### src/hw/clk_gate_pkg.sv
// constants, types and register map for the deep-sleep clock gating register
package clk_gate_pkg;
    localparam int              DATA_W          = 32;
    localparam int              ADDR_W          = 12;
    localparam logic [31:0]     SYS_CTRL_BASE   = 32'h400F_E000;
    localparam logic [11:0]     DEEP_GATE_1_OFF = 12'h124;
    localparam logic [11:0]     IRQ_STATUS_OFF  = 12'h200;
    localparam logic [11:0]     IRQ_CLEAR_OFF   = 12'h204;
    localparam logic [11:0]     IRQ_ENABLE_OFF  = 12'h208;
    localparam logic [31:0]     GATE_RESET      = 32'h0000_0000;
    localparam logic [31:0]     GATE_IMPL_MASK  = 32'h0107_1037;

    localparam int ASYNC_SERIAL_A_GATE_BIT = 0;
    localparam int ASYNC_SERIAL_B_GATE_BIT = 1;
    localparam int ASYNC_SERIAL_C_GATE_BIT = 2;
    localparam int SYNC_SERIAL_A_GATE_BIT  = 4;
    localparam int SYNC_SERIAL_B_GATE_BIT  = 5;
    localparam int TWO_WIRE_A_GATE_BIT     = 12;
    localparam int GP_COUNTER_A_GATE_BIT   = 16;
    localparam int GP_COUNTER_B_GATE_BIT   = 17;
    localparam int GP_COUNTER_C_GATE_BIT   = 18;
    localparam int COMPARATOR_A_GATE_BIT   = 24;

    localparam int                  UNIT_N     = 10;
    localparam int                  UNIT_IDX_W = 4;
    localparam logic [UNIT_IDX_W-1:0] UNIT_CNT = 4'hA;
    // unit index -> gating bit position
    localparam int UNIT_BIT [UNIT_N] = '{
        ASYNC_SERIAL_A_GATE_BIT, ASYNC_SERIAL_B_GATE_BIT, ASYNC_SERIAL_C_GATE_BIT,
        SYNC_SERIAL_A_GATE_BIT, SYNC_SERIAL_B_GATE_BIT, TWO_WIRE_A_GATE_BIT,
        GP_COUNTER_A_GATE_BIT, GP_COUNTER_B_GATE_BIT, GP_COUNTER_C_GATE_BIT,
        COMPARATOR_A_GATE_BIT};

    localparam int          EVT_N          = 3;
    localparam int          EVT_GATE_FAULT = 0;
    localparam int          EVT_DEEP_ENTRY = 1;
    localparam int          EVT_DEEP_EXIT  = 2;
    localparam logic [2:0]  IRQ_RESET      = 3'h0;

    typedef enum logic [1:0] {PWR_RUN, PWR_SLEEP, PWR_DEEP} pwr_mode_e;

    typedef struct packed {
        logic [31:0] run_gate;
        logic [31:0] sleep_gate;
        logic        auto_clock_gating_select;
        pwr_mode_e   mode;
    } gate_src_s;

    typedef struct packed {
        logic                  valid;
        logic                  write;
        logic [UNIT_IDX_W-1:0] unit;
    } periph_req_s;

    typedef struct packed {
        logic              psel;
        logic              penable;
        logic              pwrite;
        logic [ADDR_W-1:0] paddr;
        logic [DATA_W-1:0] pwdata;
        logic [3:0]        pstrb;
    } apb_req_s;

    typedef struct packed {
        logic              pready;
        logic [DATA_W-1:0] prdata;
        logic              pslverr;
    } apb_rsp_s;
endpackage : clk_gate_pkg

### src/hw/deep_sleep_gate_ctrl.sv
// deep-sleep clock gating register with apb slave, fault check and interrupt
//
// The APB slave port was left to the implementer.
`timescale 1ns/1ns
module deep_sleep_gate_ctrl (
    input  logic                                core_clk,
    input  logic                                rst_b,
    input  clk_gate_pkg::apb_req_s              apb_req,
    output clk_gate_pkg::apb_rsp_s              apb_rsp,
    input  clk_gate_pkg::gate_src_s             gate_src,
    input  clk_gate_pkg::periph_req_s           periph_req,
    output logic                                periph_fault,
    output logic [clk_gate_pkg::UNIT_N-1:0]     unit_clk_en,
    output logic                                irq
);
    typedef struct packed {
        logic [31:0]                      deep_gate;
        logic [clk_gate_pkg::UNIT_N-1:0]  unit_en;
        logic [clk_gate_pkg::EVT_N-1:0]   irq_status;
        logic [clk_gate_pkg::EVT_N-1:0]   irq_enable;
        logic [31:0]                      rdata;
        logic                             slverr;
        logic                             in_deep;
    } dsg_state_s;

    localparam dsg_state_s ST_RESET = '{
        deep_gate:  clk_gate_pkg::GATE_RESET,
        unit_en:    '0,
        irq_status: clk_gate_pkg::IRQ_RESET,
        irq_enable: clk_gate_pkg::IRQ_RESET,
        rdata:      '0,
        slverr:     1'b0,
        in_deep:    1'b0};

    dsg_state_s st_q;
    dsg_state_s st_d;

    logic                             setup_ph;
    logic                             access_ph;
    logic                             hit_gate;
    logic                             hit_status;
    logic                             hit_clear;
    logic                             hit_enable;
    logic                             hit_any;
    logic [31:0]                      lane_mask;
    logic [clk_gate_pkg::UNIT_N-1:0]  unit_sel_en;
    logic                             unit_known;
    logic [clk_gate_pkg::EVT_N-1:0]   evt_set;
    logic [clk_gate_pkg::EVT_N-1:0]   evt_clr;
    logic                             deep_now;
    logic                             wr_ok;

    assign setup_ph   = apb_req.psel & ~apb_req.penable;
    assign access_ph  = apb_req.psel & apb_req.penable;
    assign hit_gate   = apb_req.paddr == clk_gate_pkg::DEEP_GATE_1_OFF;
    assign hit_status = apb_req.paddr == clk_gate_pkg::IRQ_STATUS_OFF;
    assign hit_clear  = apb_req.paddr == clk_gate_pkg::IRQ_CLEAR_OFF;
    assign hit_enable = apb_req.paddr == clk_gate_pkg::IRQ_ENABLE_OFF;
    assign hit_any    = hit_gate | hit_status | hit_clear | hit_enable;
    assign wr_ok      = access_ph & apb_req.pwrite & ~st_q.slverr;

    for (genvar b = 0; b < 4; b++) begin : g_lane
        assign lane_mask[8*b +: 8] = {8{apb_req.pstrb[b]}};
    end

    gate_mode_mux u_mux (
        .src       (gate_src),
        .deep_gate (st_q.deep_gate),
        .unit_en   (unit_sel_en)
    );

    // an index past the last unit has nothing behind it, so it faults too
    assign unit_known   = periph_req.unit < clk_gate_pkg::UNIT_CNT;
    assign periph_fault = periph_req.valid &
                          (~unit_known | ~st_q.unit_en[periph_req.unit]);

    assign deep_now = gate_src.auto_clock_gating_select &
                      (gate_src.mode == clk_gate_pkg::PWR_DEEP);

    always_comb begin
        st_d = st_q;

        // enables are registered so faults and clocks always agree
        st_d.unit_en = unit_sel_en;
        st_d.in_deep = deep_now;

        // setup phase: decode and fetch read data ahead of the access phase
        if (setup_ph) begin
            st_d.slverr = ~hit_any;
            st_d.rdata  = '0;
            if (hit_gate) begin
                st_d.rdata = st_q.deep_gate & clk_gate_pkg::GATE_IMPL_MASK;
            end
            if (hit_status) begin
                st_d.rdata[clk_gate_pkg::EVT_N-1:0] = st_q.irq_status;
            end
            if (hit_enable) begin
                st_d.rdata[clk_gate_pkg::EVT_N-1:0] = st_q.irq_enable;
            end
        end

        if (wr_ok && hit_gate) begin
            // reserved positions keep zero whatever is written
            st_d.deep_gate = (st_q.deep_gate & ~(lane_mask & clk_gate_pkg::GATE_IMPL_MASK)) |
                             (apb_req.pwdata & lane_mask & clk_gate_pkg::GATE_IMPL_MASK);
        end
        if (wr_ok && hit_enable && apb_req.pstrb[0]) begin
            st_d.irq_enable = apb_req.pwdata[clk_gate_pkg::EVT_N-1:0];
        end

        evt_clr = '0;
        if (wr_ok && hit_clear && apb_req.pstrb[0]) begin
            evt_clr = apb_req.pwdata[clk_gate_pkg::EVT_N-1:0];
        end
        evt_set = '0;
        evt_set[clk_gate_pkg::EVT_GATE_FAULT] = periph_fault;
        evt_set[clk_gate_pkg::EVT_DEEP_ENTRY] = deep_now & ~st_q.in_deep;
        evt_set[clk_gate_pkg::EVT_DEEP_EXIT]  = ~deep_now & st_q.in_deep;
        // a new event in the clearing cycle survives the clear
        st_d.irq_status = (st_q.irq_status & ~evt_clr) | evt_set;
    end

    always_ff @(posedge core_clk or negedge rst_b) begin
        if (!rst_b) begin
            st_q <= ST_RESET;
        end else begin
            st_q <= st_d;
        end
    end

    assign apb_rsp.pready  = access_ph;
    assign apb_rsp.prdata  = st_q.rdata;
    assign apb_rsp.pslverr = access_ph & st_q.slverr;
    assign unit_clk_en     = st_q.unit_en;
    assign irq             = |(st_q.irq_status & st_q.irq_enable);

    // ------------------------------------------------------------------
    // checks
    // ------------------------------------------------------------------
    logic [clk_gate_pkg::UNIT_N-1:0] deep_units;
    logic [clk_gate_pkg::UNIT_N-1:0] run_units;
    logic [clk_gate_pkg::UNIT_N-1:0] sleep_units;
    logic                            gate_wr;
    logic                            enable_wr;
    logic                            clear_wr;

    assign gate_wr   = access_ph & apb_req.pwrite & hit_gate;
    assign enable_wr = access_ph & apb_req.pwrite & hit_enable;
    assign clear_wr  = access_ph & apb_req.pwrite & hit_clear & apb_req.pstrb[0];

    for (genvar u = 0; u < clk_gate_pkg::UNIT_N; u++) begin : g_chk_map
        assign deep_units[u] = st_q.deep_gate[clk_gate_pkg::UNIT_BIT[u]];
        assign run_units[u]  = gate_src.run_gate[clk_gate_pkg::UNIT_BIT[u]];
        assign sleep_units[u] = gate_src.sleep_gate[clk_gate_pkg::UNIT_BIT[u]];
    end
endmodule : deep_sleep_gate_ctrl

### src/hw/gate_mode_mux.sv
// picks the gating word for the current power mode and spreads it onto units
`timescale 1ns/1ns
module gate_mode_mux (
    input  clk_gate_pkg::gate_src_s                 src,
    input  logic [31:0]                             deep_gate,
    output logic [clk_gate_pkg::UNIT_N-1:0]         unit_en
);
    logic [31:0] chosen;

    always_comb begin
        chosen = src.run_gate;
        // without auto gating the run word holds in every mode
        if (src.auto_clock_gating_select) begin
            case (src.mode)
                clk_gate_pkg::PWR_SLEEP: chosen = src.sleep_gate;
                clk_gate_pkg::PWR_DEEP:  chosen = deep_gate;
                default:                 chosen = src.run_gate;
            endcase
        end
    end

    for (genvar i = 0; i < clk_gate_pkg::UNIT_N; i++) begin : g_unit
        assign unit_en[i] = chosen[clk_gate_pkg::UNIT_BIT[i]];
    end
endmodule : gate_mode_mux

### config.mk
export PLATFORM = sky130hd
export DESIGN_NAME = deep_sleep_gate_ctrl
export DESIGN_NICKNAME = d
export VERILOG_FILES = /design/src/hw/clk_gate_pkg.sv /design/src/hw/deep_sleep_gate_ctrl.sv /design/src/hw/gate_mode_mux.sv
export SDC_FILE = /design/constraint.sdc
export NUM_CORES = 1
export LEC_CHECK = 0
export BUFFER_PORTS_ARGS = -buffer_cell sky130_fd_sc_hd__buf_4
export CAP_MARGIN = 30
export CELL_PAD_IN_SITES_DETAIL_PLACEMENT = 1
export CELL_PAD_IN_SITES_GLOBAL_PLACEMENT = 1
export CORE_ASPECT_RATIO = 1.2
export CORE_MARGIN = 2
export CORE_UTILIZATION = 29
export DETAILED_ROUTE_END_ITERATION = 8
export PLACE_DENSITY_LB_ADDON = 0.05
export SYNTH_ARGS = -nofsm -noshare
export SYNTH_HDL_FRONTEND = slang
export SYNTH_HIERARCHICAL = 1
export SYNTH_SLANG_ARGS = --single-unit
### constraint.sdc
create_clock -name core_clk -period 1.75 [get_ports core_clk]
set_input_delay 0.175 -clock core_clk [delete_from_list [all_inputs] [get_ports core_clk]]
set_output_delay 0.175 -clock core_clk [all_outputs]
set_load 0.03 [all_outputs]
==> results by group, run 1 <==
Status
  – Violated checks: setup timing
  – Status: finished, violations left

Layout
  – Final nets: 396
  – Fillcell total: 865
  – Non-filler cells in the finished layout: 361
  – Ratio of cells with drive above 1 in the final layout: 0.487
  – P&R area growth vs syn: 30.1%
  – ANT cells: 0

Timing
  – Tcrit/Tclk final: 1.02
  – Hold_ws: 101 ps
  – Final Setup Violations: 1
  – RSZ-0062 raised after global routing: true
  – Worst slew margin: 0.582
  – Maximum clock frequency: 559 MHz
  – Fin Setup TNS: -39.0 ps
  – Final slew viol count: 0
  – Worst Skew: 11.3 ps
  – Setup WS post-layout: -39.0 ps
  – Fin. Hold Viols: 0
  – Slew of the pin with the lowest slew margin: 626 ps
  – Final min period: 1790 ps

CTS
  – Sink Count: 38
  – H-tree Lvls: 2
  – Worst-skew pair later-pin latency: 300 ps
  – CTS tree: built
  – CTS Buf Count: 5
  – CTS root buf: clkbuf_8
  – Clock transition at path regs: 90 ps
  – Clock Path Buffers: 2

Min path
  – Hold path startpoint: gate_src[40]
  – HP Class: in2reg

Synth
  – Primary FF master, synth: dfrtp_1
  – FFs w/ async S/R, synth: 1.00
  – Flip-flop and latch count after synthesis: 38
  – Most common cell in the netlist: buf_4
  – Mean Syn Cell Area: 11.6 um2
  – Post-Synth Simple-Gate Area: 0.102
  – Yosys warnings: 6
  – Synth top area cells: dfrtp_1 42%, buf_4 14%, mux2_4 9.9%
  – Proportion of synthesized area in mux cells: 0.162
  – Yosys top cell by area: dfrtp_1
  – List of most frequent post-synthesis cells: 43 x buf_4, 38 x dfrtp_1, 18 x a22o_1
  – Number of flops mapped to enable cells by yosys: 0
  – Synthesized instance count: 197
  – Seq/Total Area, Yosys: 0.418
  – Post-Synth XOR/XNOR Area: 0
  – Complex-gate fraction of the synthesized area: 0.125
  – Post-Synth Adder-Cell Area: 0.0110
  – Syn Std Cell Area: 2280 um2
  – Largest family of logic cells by synthesized area: buffers and inverters
  – Distinct cell type count after synthesis: 42
  – Top cell type's share of synthesized area: 0.418

Setup path
  – Worst path required time: 1570 ps
  – Worst endpoint data arrival time: 1610 ps
  – Crit end category: output port
  – Crit path launch type: register
  – Critical Path Source: unit_clk_en[6]
  – Crit Path Max Fanout: 2
  – R2R Path Start: st_q[1]
  – WS Path Type: reg2out

Power
  – Part of the power in the clock network: 0.408
  – Total power: 2.26 mW
  – Combinational Power Share: 0.188
  – Internal power: 1.67 mW
  – Pwr dens: 762 nW/um2
  – Switch share: 0.261
  – Lkg Pwr: 1.52 nW
  – Peak VDD IR: 0.000482 V
  – Switching pwr: 589 uW
  – Sequential share of power: 0.405

Floorplan
  – Core ar.: 7660 um2
  – Std-Cell Rows: 35
  – Die span in y: 101 um
  – # IOs: 172
  – Die W: 84.9 um
  – Die area: 8580 um2
  – Starting Density: 0.297

Global routing
  – First-pass GRT wire length: 9190 um
  – Number of global-route vias before repair: 1763
  – Largest net degree at the start of global routing: 39
  – Global Route Usage Sum: 0.138
  – Initial antenna violation count: 0
  – Remaining Overflow, GRT: 0

Route
  – DRT Wirelength: 5670 um
  – DRC viols: 0
  – First-pass DRT Iterations: 4
  – Wire length per cell: 15.7 um
  – Initial drt markers: 57
  – Via-to-Cell Ratio: 4.63
  – Post-DRT Antenna Nets: 0
  – Total number of vias: 1670

Place
  – DP HPWL: 4530 um
  – Inst Count DP: 350
  – GP Congestion: 0.775
  – Port bufs: 82
  – Setup WS pre-CTS: 25.2 ps

Flow run
  – Maximum Capacitance Violations: 0
[layout by cell type, fill, tap and decap left out, types with 2 or more instances in the layout]
cell type,instances
mux2_4,15
mux2_2,8
bufinv_16,2
a22o_1,18
nand3_1,4
buf_4,91
nor2b_1,2
dfrtp_1,38
and4b_1,3
conb_1,22
o21ai_0,5
a2bb2oi_1,3
o31ai_1,3
inv_1,5
mux2i_1,3
nand4_1,3
ha_1,2
and2_1,2
nand2_1,6
nor2_1,4
clkbuf_8,5
[stage by stage]
stage	utilization	area (um2)
6_report	0.387	2960
5_1_grt	0.387	2960
4_1_cts	0.386	2960
3_5_place_dp	0.362	2770
3_3_place_gp	0.362	2770
2_1_floorplan	-	2360
[worst paths after layout]
| path | slack, ps | cells after the start | to |
|---|---|---|---|
| worst min-delay path | 100 | 2 | unit_clk_en[4] |
| min in group asynchronous | 380 | 2 | unit_clk_en[5] |
| worst max register to register | 110 | 4 | st_q[35] |
| worst min register to register | 440 | 1 | st_q[38] |
| max in group asynchronous | 1010 | 2 | st_q[37] |
| worst max-delay path | -40 | 4 | periph_fault |
[power groups by stage]
stage          combinational (mW)  clock, mW  sequential, mW
2_1_floorplan               0.290          0           0.928
3_3_place_gp                0.409          0           0.932
3_5_place_dp                0.410          0           0.933
4_1_cts                     0.427      0.949           0.915
5_1_grt                     0.458      0.980           0.918
6_report                    0.424      0.921           0.914
[routing by layer]
metal / GRT usage / routed length [um] / share of wire / up-vias
met5: 0 / 0 / 0 / -
met4: 0.0476 / 87 / 0.015 / 0
met3: 0.0278 / 321 / 0.057 / 6
met2: 0.237 / 2870 / 0.51 / 68
met1: 0.172 / 2390 / 0.42 / 814
li1: - / - / - / 782
[critical path: stages (launching register included)]
cell      delay, ps
dfrtp_1         390
mux4_2          470
nand2b_4        160
a31oi_4         140
buf_6           150
[repair_timing]
action / 4_1_cts / 5_1_grt
resized for setup: 4 / 0
hold buffers: 1 / 0
endpoints found under the setup margin: 1 / 1
setup buffers: 1 / 1
endpoints found under the hold margin: 38 / 0
pin swaps: 1 / 1
[cell families (layout without fill, tap and decap cells)]
logic type / count (synthesis) / in the layout
adder cells (fa/ha/maj): 2 / 2
AND/OR/NAND/NOR: 37 / 37
AO/OA/AOI/OAI: 36 / 36
buffers and inverters: 56 / 107
multiplexers: 27 / 27
other: 1 / 22
flip-flops: 38 / 38
[cell type report]
cell class | count | area (um2) | area share
clock buffer | 5 | 68.8 | 0.0232
clock inverter | 3 | 68.8 | 0.0232
inverter | 5 | 18.8 | 0.00633
multi-input combinational | 124 | 1020 | 0.343
sequential | 38 | 951 | 0.321
tap | 92 | 115 | 0.0389
timing repair buffer | 94 | 724 | 0.245
Note: power is estimated with default switching activity, not from simulation.
==> inputs of run 2 (changes only) <==
--- a/config.mk
+++ b/config.mk
@@ -9,12 +9,11 @@
 export CAP_MARGIN = 30
 export CELL_PAD_IN_SITES_DETAIL_PLACEMENT = 1
 export CELL_PAD_IN_SITES_GLOBAL_PLACEMENT = 1
-export CORE_ASPECT_RATIO = 1.2
+export CORE_ASPECT_RATIO = 0.8
 export CORE_MARGIN = 2
-export CORE_UTILIZATION = 29
+export CORE_UTILIZATION = 27
 export DETAILED_ROUTE_END_ITERATION = 8
 export PLACE_DENSITY_LB_ADDON = 0.05
 export SYNTH_ARGS = -nofsm -noshare
 export SYNTH_HDL_FRONTEND = slang
-export SYNTH_HIERARCHICAL = 1
 export SYNTH_SLANG_ARGS = --single-unit
==> run 2 against run 1 <==
  * The run still ends with setup timing left
  * First-iteration DRC count decreased by 11%
  * Power decreased by 13%
  * Cell count grew 6.6%
  * Count of clock-buffer cells in the layout grew 1
  * Non-clock buffer count fell by 1
  * Synthesized cell count grew 5.1%
  * Critical path type unchanged
  * Utilization is 2.5 points lower
  * Die area grew 2.5%
==> results by group, run 2 <==
Status
  – Status: finished, violations left
  – Violated checks: setup timing

Synth
  – Seq/Total Area, Yosys: 0.437 (+0.0197)
  – Yosys warnings: 0 (-6)
  – Flip-flop and latch count after synthesis: 38 (unchanged)
  – FFs w/ async S/R, synth: 1.00 (unchanged)
  – Syn Std Cell Area: 2170 um2 (-4.5%)
  – Yosys top cell by area: dfrtp_1
  – List of most frequent post-synthesis cells: 43 x buf_4, 38 x dfrtp_1, 16 x nand2_1
  – Synthesized instance count: 207 (+5.1%)
  – Most common cell in the netlist: buf_4
  – Synth top area cells: dfrtp_1 44%, buf_4 15%, mux2_2 4.1%
  – Top cell type's share of synthesized area: 0.437 (+0.0197)
  – Primary FF master, synth: dfrtp_1
  – Number of flops mapped to enable cells by yosys: 0 (unchanged)
  – Mean Syn Cell Area: 10.5 um2 (-9.1%)
  – Distinct cell type count after synthesis: 40 (-4.8%)

Timing
  – Worst slew margin: 0.570 (-0.0125)
  – Tcrit/Tclk final: 1.05 (+0.0274)
  – Maximum clock frequency: 544 MHz (-2.6%)
  – Worst Skew: 14.0 ps (+2.78 ps)
  – Final slew viol count: 0 (unchanged)
  – Final min period: 1840 ps (+48.0 ps)
  – Fin. Hold Viols: 0 (unchanged)
  – Final Setup Violations: 1 (unchanged)
  – RSZ-0062 raised after global routing: true
  – Setup WS post-layout: -87.0 ps (-48.0 ps)
  – Slew of the pin with the lowest slew margin: 645 ps (+18.8 ps)

Setup path
  – WS Path Type: reg2out
  – Ordered list of cells on the worst path: mux4_2 -> nand2b_4 -> a31oi_4 -> buf_6
  – Slowest-stage cell, CP: mux4_2
  – Worst R2R End: st_q[35]
  – Crit Path Max Fanout: 2 (unchanged)
  – R2R Path Start: st_q[1]
  – Worst Reg-to-Reg Cells: 4 (unchanged)
  – Buf+Inv Stages, Crit Path: 1 (unchanged)
  – Highest cell delay on the worst timing path: 490 ps (+20 ps)
  – Delay-heaviest family, CP: multiplexers
  – Crit end category: output port
  – Worst path required time: 1570 ps (about the same)
  – Worst endpoint data arrival time: 1660 ps (+50 ps)
  – Crit path launch type: register
  – Reg-to-reg setup timing slack: 100 ps (about the same)

Layout
  – ANT cells: 0 (unchanged)
  – Fillcell total: 932 (+7.7%)
  – Sequential cell area: 951 um2 (unchanged)
  – Fin util: 0.362 (-0.0246)
  – Ratio of cells with drive above 1 in the final layout: 0.426 (-0.0610)
  – Most common cell after layout, fill and taps aside: buf_4
  – Multi-input gate area: 933 um2 (-8.1%)
  – Final nets: 404 (+2.0%)
  – Non-filler cells in the finished layout: 385 (+6.6%)
  – P&R area growth vs syn: 31.1%
  – Commonest cells after routing, fill and taps aside: 90 x buf_4, 38 x dfrtp_1, 22 x conb_1, 16 x nand2_1, 15 x o21ai_0

Power
  – Part of the power in the clock network: 0.330 (-0.078)
  – Switch share: 0.294 (+0.0330)
  – Sequential share of power: 0.467 (+0.062)
  – Internal power: 1.39 mW (-17%)
  – Switching pwr: 577 uW (-2.1%)
  – Peak VDD IR: 0.000307 V (-36%)
  – Pwr dens: 689 nW/um2 (-9.6%)
  – Combinational Power Share: 0.203 (+0.015)
  – Lkg Pwr: 1.43 nW (-5.9%)

CTS
  – CTS tree: built
  – Worst-skew pair later-pin latency: 290 ps (about the same)
  – CTS Buf Count: 5 (unchanged)
  – Clock Path Buffers: 2 (unchanged)
  – Sink Count: 38 (unchanged)
  – H-tree Lvls: 2 (unchanged)
  – CTS root buf: clkbuf_8
  – Clock transition at path regs: 90 ps (about the same)

Global routing
  – Largest net degree at the start of global routing: 39 (unchanged)
  – Remaining Overflow, GRT: 0 (unchanged)
  – Number of global-route vias before repair: 1737 (-1.5%)
  – First-pass GRT wire length: 9050 um (-1.6%)
  – Initial antenna violation count: 0 (unchanged)
  – Global Route Usage Sum: 0.133 (-0.00479)

Floorplan
  – Starting Density: 0.276 (-0.0210)
  – Die area: 8790 um2 (+2.5%)
  – Die W: 104 um (+23%)
  – Die span in y: 84.3 um (-17%)
  – # IOs: 172 (unchanged)
  – Core ar.: 7870 um2 (+2.7%)
  – Std-Cell Rows: 29 (-17%)

Place
  – Inst Count DP: 375 (+7.1%)
  – Port bufs: 82 (unchanged)
  – Setup WS pre-CTS: 36.5 ps (+11.3 ps)
  – DP HPWL: 4580 um (+1.2%)
  – GP Congestion: 0.730 (-5.8%)

Route
  – Post-DRT Antenna Nets: 0 (unchanged)
  – Wire length per cell: 14.9 um (-4.8%)
  – DRT Wirelength: 5750 um (+1.5%)
  – Initial drt markers: 51 (-11%)
  – DRC viols: 0 (unchanged)
  – Total number of vias: 1658 (-0.72%)
  – Via-to-Cell Ratio: 4.31 (-6.9%)
  – First-pass DRT Iterations: 4 (unchanged)

Min path
  – HP Class: in2reg
  – Hold Crit Endpoint: unit_clk_en[8]
  – Hold path depth: 3 (+1)
  – Hold path startpoint: gate_src[53]

Flow run
  – Maximum Capacitance Violations: 0 (unchanged)
-- run 2: area by class of cell --
class                           instances  share of cell area
Clock inverter                          2             0.00439
Tap cell                              108              0.0474
Inverter                                5             0.00658
Clock buffer                            6              0.0290
Multi-Input combinational cell        133               0.327
Sequential cell                        38               0.334
Timing Repair Buffer                   93               0.252
-- run 2: layer usage --
metal | global-route usage | part of all wire | wire (um) | vias to the layer above
met2 | 0.217 | 0.47 | 2720 | 48
li1 | - | - | - | 811
met4 | 0.0369 | 0.0080 | 46 | 0
met5 | 0 | 0 | 0 | -
met3 | 0.0334 | 0.051 | 296 | 5
met1 | 0.176 | 0.47 | 2690 | 794
-- run 2: what timing repair did --
| item | CTS | global route |
|---|---|---|
| gates resized for setup | 4 | 1 |
| gates cloned | 0 | 0 |
| endpoints found under the hold margin | 38 | 0 |
| setup endpoints to repair | 1 | 2 |
| pin swaps | 1 | 1 |
| hold buffers | 1 | 0 |
| buffers inserted | 1 | 0 |
-- run 2: per-stage QoR --
stage / setup TNS, ps / area [um2] / hold slack, ps / power, mW
detailed placement: 0 / 2710 / 188 / 1.32
floorplan: 0 / 2250 / -121 / 1.18
global placement: 0 / 2710 / 195 / 1.32
CTS: -105 / 2850 / 69.5 / 2.00
finish: -87.0 / 2850 / 75.3 / 1.96
global route: -139 / 2850 / 71.0 / 2.07
-- run 2: worst max-delay path by stage --
stage | from | endpoint | slack [ps] | cells after the start
floorplan | unit_clk_en[7] | st_q[37] | 70 | 4
global placement | apb_req[39] | register | 30 | 6
detailed placement | apb_req[39] | register | 40 | 6
CTS | unit_clk_en[7] | periph_fault | -100 | 4
global route | unit_clk_en[7] | periph_fault | -140 | 4
finish | unit_clk_en[7] | periph_fault | -90 | 4
-- run 2: power groups by stage --
| stage | logic (mW) | registers, mW | clock network [mW] |
|---|---|---|---|
| finish | 0.399 | 0.916 | 0.648 |
| global placement | 0.386 | 0.933 | 0 |
| global route | 0.433 | 0.919 | 0.722 |
| detailed placement | 0.386 | 0.934 | 0 |
| floorplan | 0.256 | 0.928 | 0 |
| CTS | 0.402 | 0.917 | 0.676 |
-- run 2: cell families (layout without fill, tap and decap cells) --
group                      after synthesis  in the layout  synth area share
DFF                                     38             38             0.437
muxes                                   17             17             0.100
buffers and inverters                   57            106             0.181
AOI/OAI and AO/OA                       46             46             0.148
adders and majority gates                2              2            0.0115
other                                    1             22           0.00172
and+or+nand+nor                         46             46             0.120
-- run 2: worst min-delay path, stage by stage --
cell     delay, ps
buf_4           80
nand2_1         30
o21ai_0         50
==> inputs of run 3 (changes only) <==
--- a/config.mk
+++ b/config.mk
@@ -13,7 +13,7 @@
 export CORE_MARGIN = 2
 export CORE_UTILIZATION = 27
 export DETAILED_ROUTE_END_ITERATION = 8
-export PLACE_DENSITY_LB_ADDON = 0.05
+export PLACE_DENSITY = 0.76
 export SYNTH_ARGS = -nofsm -noshare
 export SYNTH_HDL_FRONTEND = slang
 export SYNTH_SLANG_ARGS = --single-unit
==> constraint.sdc (replaced) <==
create_clock -name core_clk -period 1.75 [get_ports core_clk]
set_input_delay 0.2625 -clock core_clk [delete_from_list [all_inputs] [get_ports core_clk]]
set_output_delay 0.2625 -clock core_clk [all_outputs]
set_load 0.03 [all_outputs]
==> run 3 against run 2 <==
  * The flow still finishes with violations (setup timing)
  * Design area is 0.22% higher
  * Critical path type unchanged
  * Largest power group unchanged
  * Routed wire length is 5.9% higher
  * Utilization is 0.079 points higher
==> results by group, run 3 (synthesis gave the netlist of run 2 again) <==
Layout
  – Fin util: 0.363 (+0.000794)
  – Non-filler cells in the finished layout: 388 (+0.78%)
  – Most common cell after layout, fill and taps aside: buf_4
  – Final Instance Area: 2860 um2 (+0.22%)
  – P&R area growth vs syn: 31.4%
  – ANT cells: 0 (unchanged)
  – Ratio of cells with drive above 1 in the final layout: 0.429 (+0.00258)
  – Final nets: 407 (+0.74%)
  – Commonest cells after routing, fill and taps aside: 94 x buf_4, 38 x dfrtp_1, 22 x conb_1, 16 x nand2_1, 15 x o21ai_0

Setup path
  – Worst path required time: 1490 ps (-80 ps)
  – R2R Path Start: st_q[1]
  – Delay-heaviest family, CP: multiplexers
  – Worst Reg-to-Reg Cells: 4 (unchanged)
  – Crit Path Max Fanout: 2 (unchanged)
  – Slowest-stage cell, CP: mux4_2
  – Highest cell delay on the worst timing path: 480 ps (about the same)
  – Crit path launch type: register
  – Ordered list of cells on the worst path: mux4_2 -> nand2b_4 -> a31oi_4 -> buf_6
  – Crit end category: output port
  – Worst R2R End: st_q[34]
  – WS Path Type: reg2out
  – Reg-to-reg setup timing slack: 90 ps (about the same)
  – Worst endpoint data arrival time: 1630 ps (-30 ps)
  – Buf+Inv Stages, Crit Path: 1 (unchanged)

CTS
  – Worst-skew pair later-pin latency: 280 ps (about the same)
  – CTS Buf Count: 5 (unchanged)
  – CTS tree: built
  – Clock transition at path regs: 70 ps (-20 ps)
  – CTS root buf: clkbuf_8
  – Sink Count: 38 (unchanged)
  – H-tree Lvls: 2 (unchanged)
  – Clock Path Buffers: 2 (unchanged)

Route
  – DRT Wirelength: 6090 um (+5.9%)
  – Total number of vias: 1697 (+2.4%)
  – DRC viols: 0 (unchanged)
  – Post-DRT Antenna Nets: 0 (unchanged)
  – Wire length per cell: 15.7 um (+5.1%)
  – Via-to-Cell Ratio: 4.37 (+1.6%)
  – First-pass DRT Iterations: 4 (unchanged)
  – Initial drt markers: 60 (+18%)

Timing
  – Fin. Hold Viols: 0 (unchanged)
  – RSZ-0062 raised after global routing: true
  – Maximum clock frequency: 529 MHz (-2.9%)
  – Fin Setup TNS: -142 ps (-54.5 ps)
  – Slew of the pin with the lowest slew margin: 557 ps (-88.5 ps)
  – Worst slew margin: 0.624 (+0.0542)
  – Final min period: 1890 ps (+54.5 ps)
  – Final slew viol count: 0 (unchanged)
  – Hold_ws: 185 ps (+110 ps)
  – Final Setup Violations: 1 (unchanged)
  – Setup WS post-layout: -142 ps (-54.5 ps)
  – Tcrit/Tclk final: 1.08 (+0.0312)
  – Worst Skew: 3.84 ps (-10.2 ps)

Floorplan
  – Core ar.: 7870 um2 (unchanged)
  – Die span in y: 84.3 um (unchanged)
  – Die area: 8790 um2 (unchanged)
  – # IOs: 172 (unchanged)
  – Std-Cell Rows: 29 (unchanged)
  – Die W: 104 um (unchanged)
  – Starting Density: 0.276 (unchanged)

Min path
  – HP Class: in2reg
  – Hold path depth: 3 (unchanged)
  – Hold Crit Endpoint: unit_clk_en[2]
  – Hold path startpoint: gate_src[37]

Power
  – Peak VDD IR: 0.000258 V (-16%)
  – Lkg Pwr: 1.44 nW (+0.85%)
  – Combinational Power Share: 0.212 (+0.009)
  – Switch share: 0.280 (-0.0141)
  – Internal power: 1.39 mW (+0.38%)
  – Total power: 1.93 mW (-1.6%)
  – Sequential share of power: 0.475 (+0.008)
  – Part of the power in the clock network: 0.313 (-0.017)
  – Switching pwr: 540 uW (-6.3%)
  – Pwr dens: 676 nW/um2 (-1.8%)

Place
  – Inst Count DP: 378 (+0.80%)
  – Port bufs: 82 (unchanged)
  – DP HPWL: 5050 um (+10%)
  – GP Congestion: 0.791 (+8.4%)
  – Setup WS pre-CTS: -64.5 ps (-101 ps)
  – Placed Area: 2720 um2 (+0.37%)

Global routing
  – Largest net degree at the start of global routing: 39 (unchanged)
  – Number of global-route vias before repair: 1837 (+5.8%)
  – Global Route Usage Sum: 0.140 (+0.00758)
  – First-pass GRT wire length: 9580 um (+6.0%)
  – Initial antenna violation count: 0 (unchanged)
  – Remaining Overflow, GRT: 0 (unchanged)

Status
  – Status: finished, violations left
  – Violated checks: setup timing

Flow run
  – Maximum Capacitance Violations: 0 (unchanged)
run 3: cell types whose count changed in the layout (fill, tap and decap cells not counted):
cell and delta:
buf_4 +4, clkinvlp_4 -1, and4_2 -1, and4b_2 +1
and4b_1 -1, clkbuf_1 +1, buf_12 -1, and4_1 +1
run 3: worst max path at each step:
stage	startpoint	to	slack, ps	cells past startpoint
4_1_cts	unit_clk_en[4]	periph_fault	-160	4
2_1_floorplan	unit_clk_en[7]	periph_fault	6	3
5_1_grt	unit_clk_en[7]	periph_fault	-200	4
6_report	unit_clk_en[7]	periph_fault	-140	4
3_5_place_dp	apb_req[46]	register	-60	6
3_3_place_gp	apb_req[46]	register	-10	6
run 3: cell type report:
type | count | area [um2]
Clock inverter | 1 | 5.00
Sequential cell | 38 | 951
Inverter | 5 | 18.8
Fill cell | 906 | 5020
Tap cell | 108 | 135
Multi-Input combinational cell | 133 | 933
Clock buffer | 7 | 86.3
Timing Repair Buffer | 96 | 727
run 3: routing by layer:
metal,vias up,GRT usage,share of wire
li1,818,-,-
met1,813,0.166,0.43
met2,62,0.248,0.50
met3,4,0.0512,0.067
met4,0,0.0258,0.0054
met5,-,0,0
run 3: timing repair:
| action | CTS | global route |
|---|---|---|
| hold buffers | 1 | 0 |
| hold endpoints to repair | 38 | 0 |
| resized for setup | 4 | 1 |
| buffers inserted | 1 | 0 |
| pin swaps | 1 | 1 |
| endpoints found under the setup margin | 1 | 8 |
run 3: power by group through the flow:
stage	Clock, mW	Combinational, mW	Sequential, mW
finish	0.606	0.409	0.917
global route	0.671	0.442	0.919
CTS	0.630	0.412	0.917
detailed placement	0	0.395	0.935
global placement	0	0.387	0.932
floorplan	0	0.256	0.928
run 3: worst min-delay path: stages:
cell	delay, ps
buf_4	80
nand2_1	30
o21ai_0	60
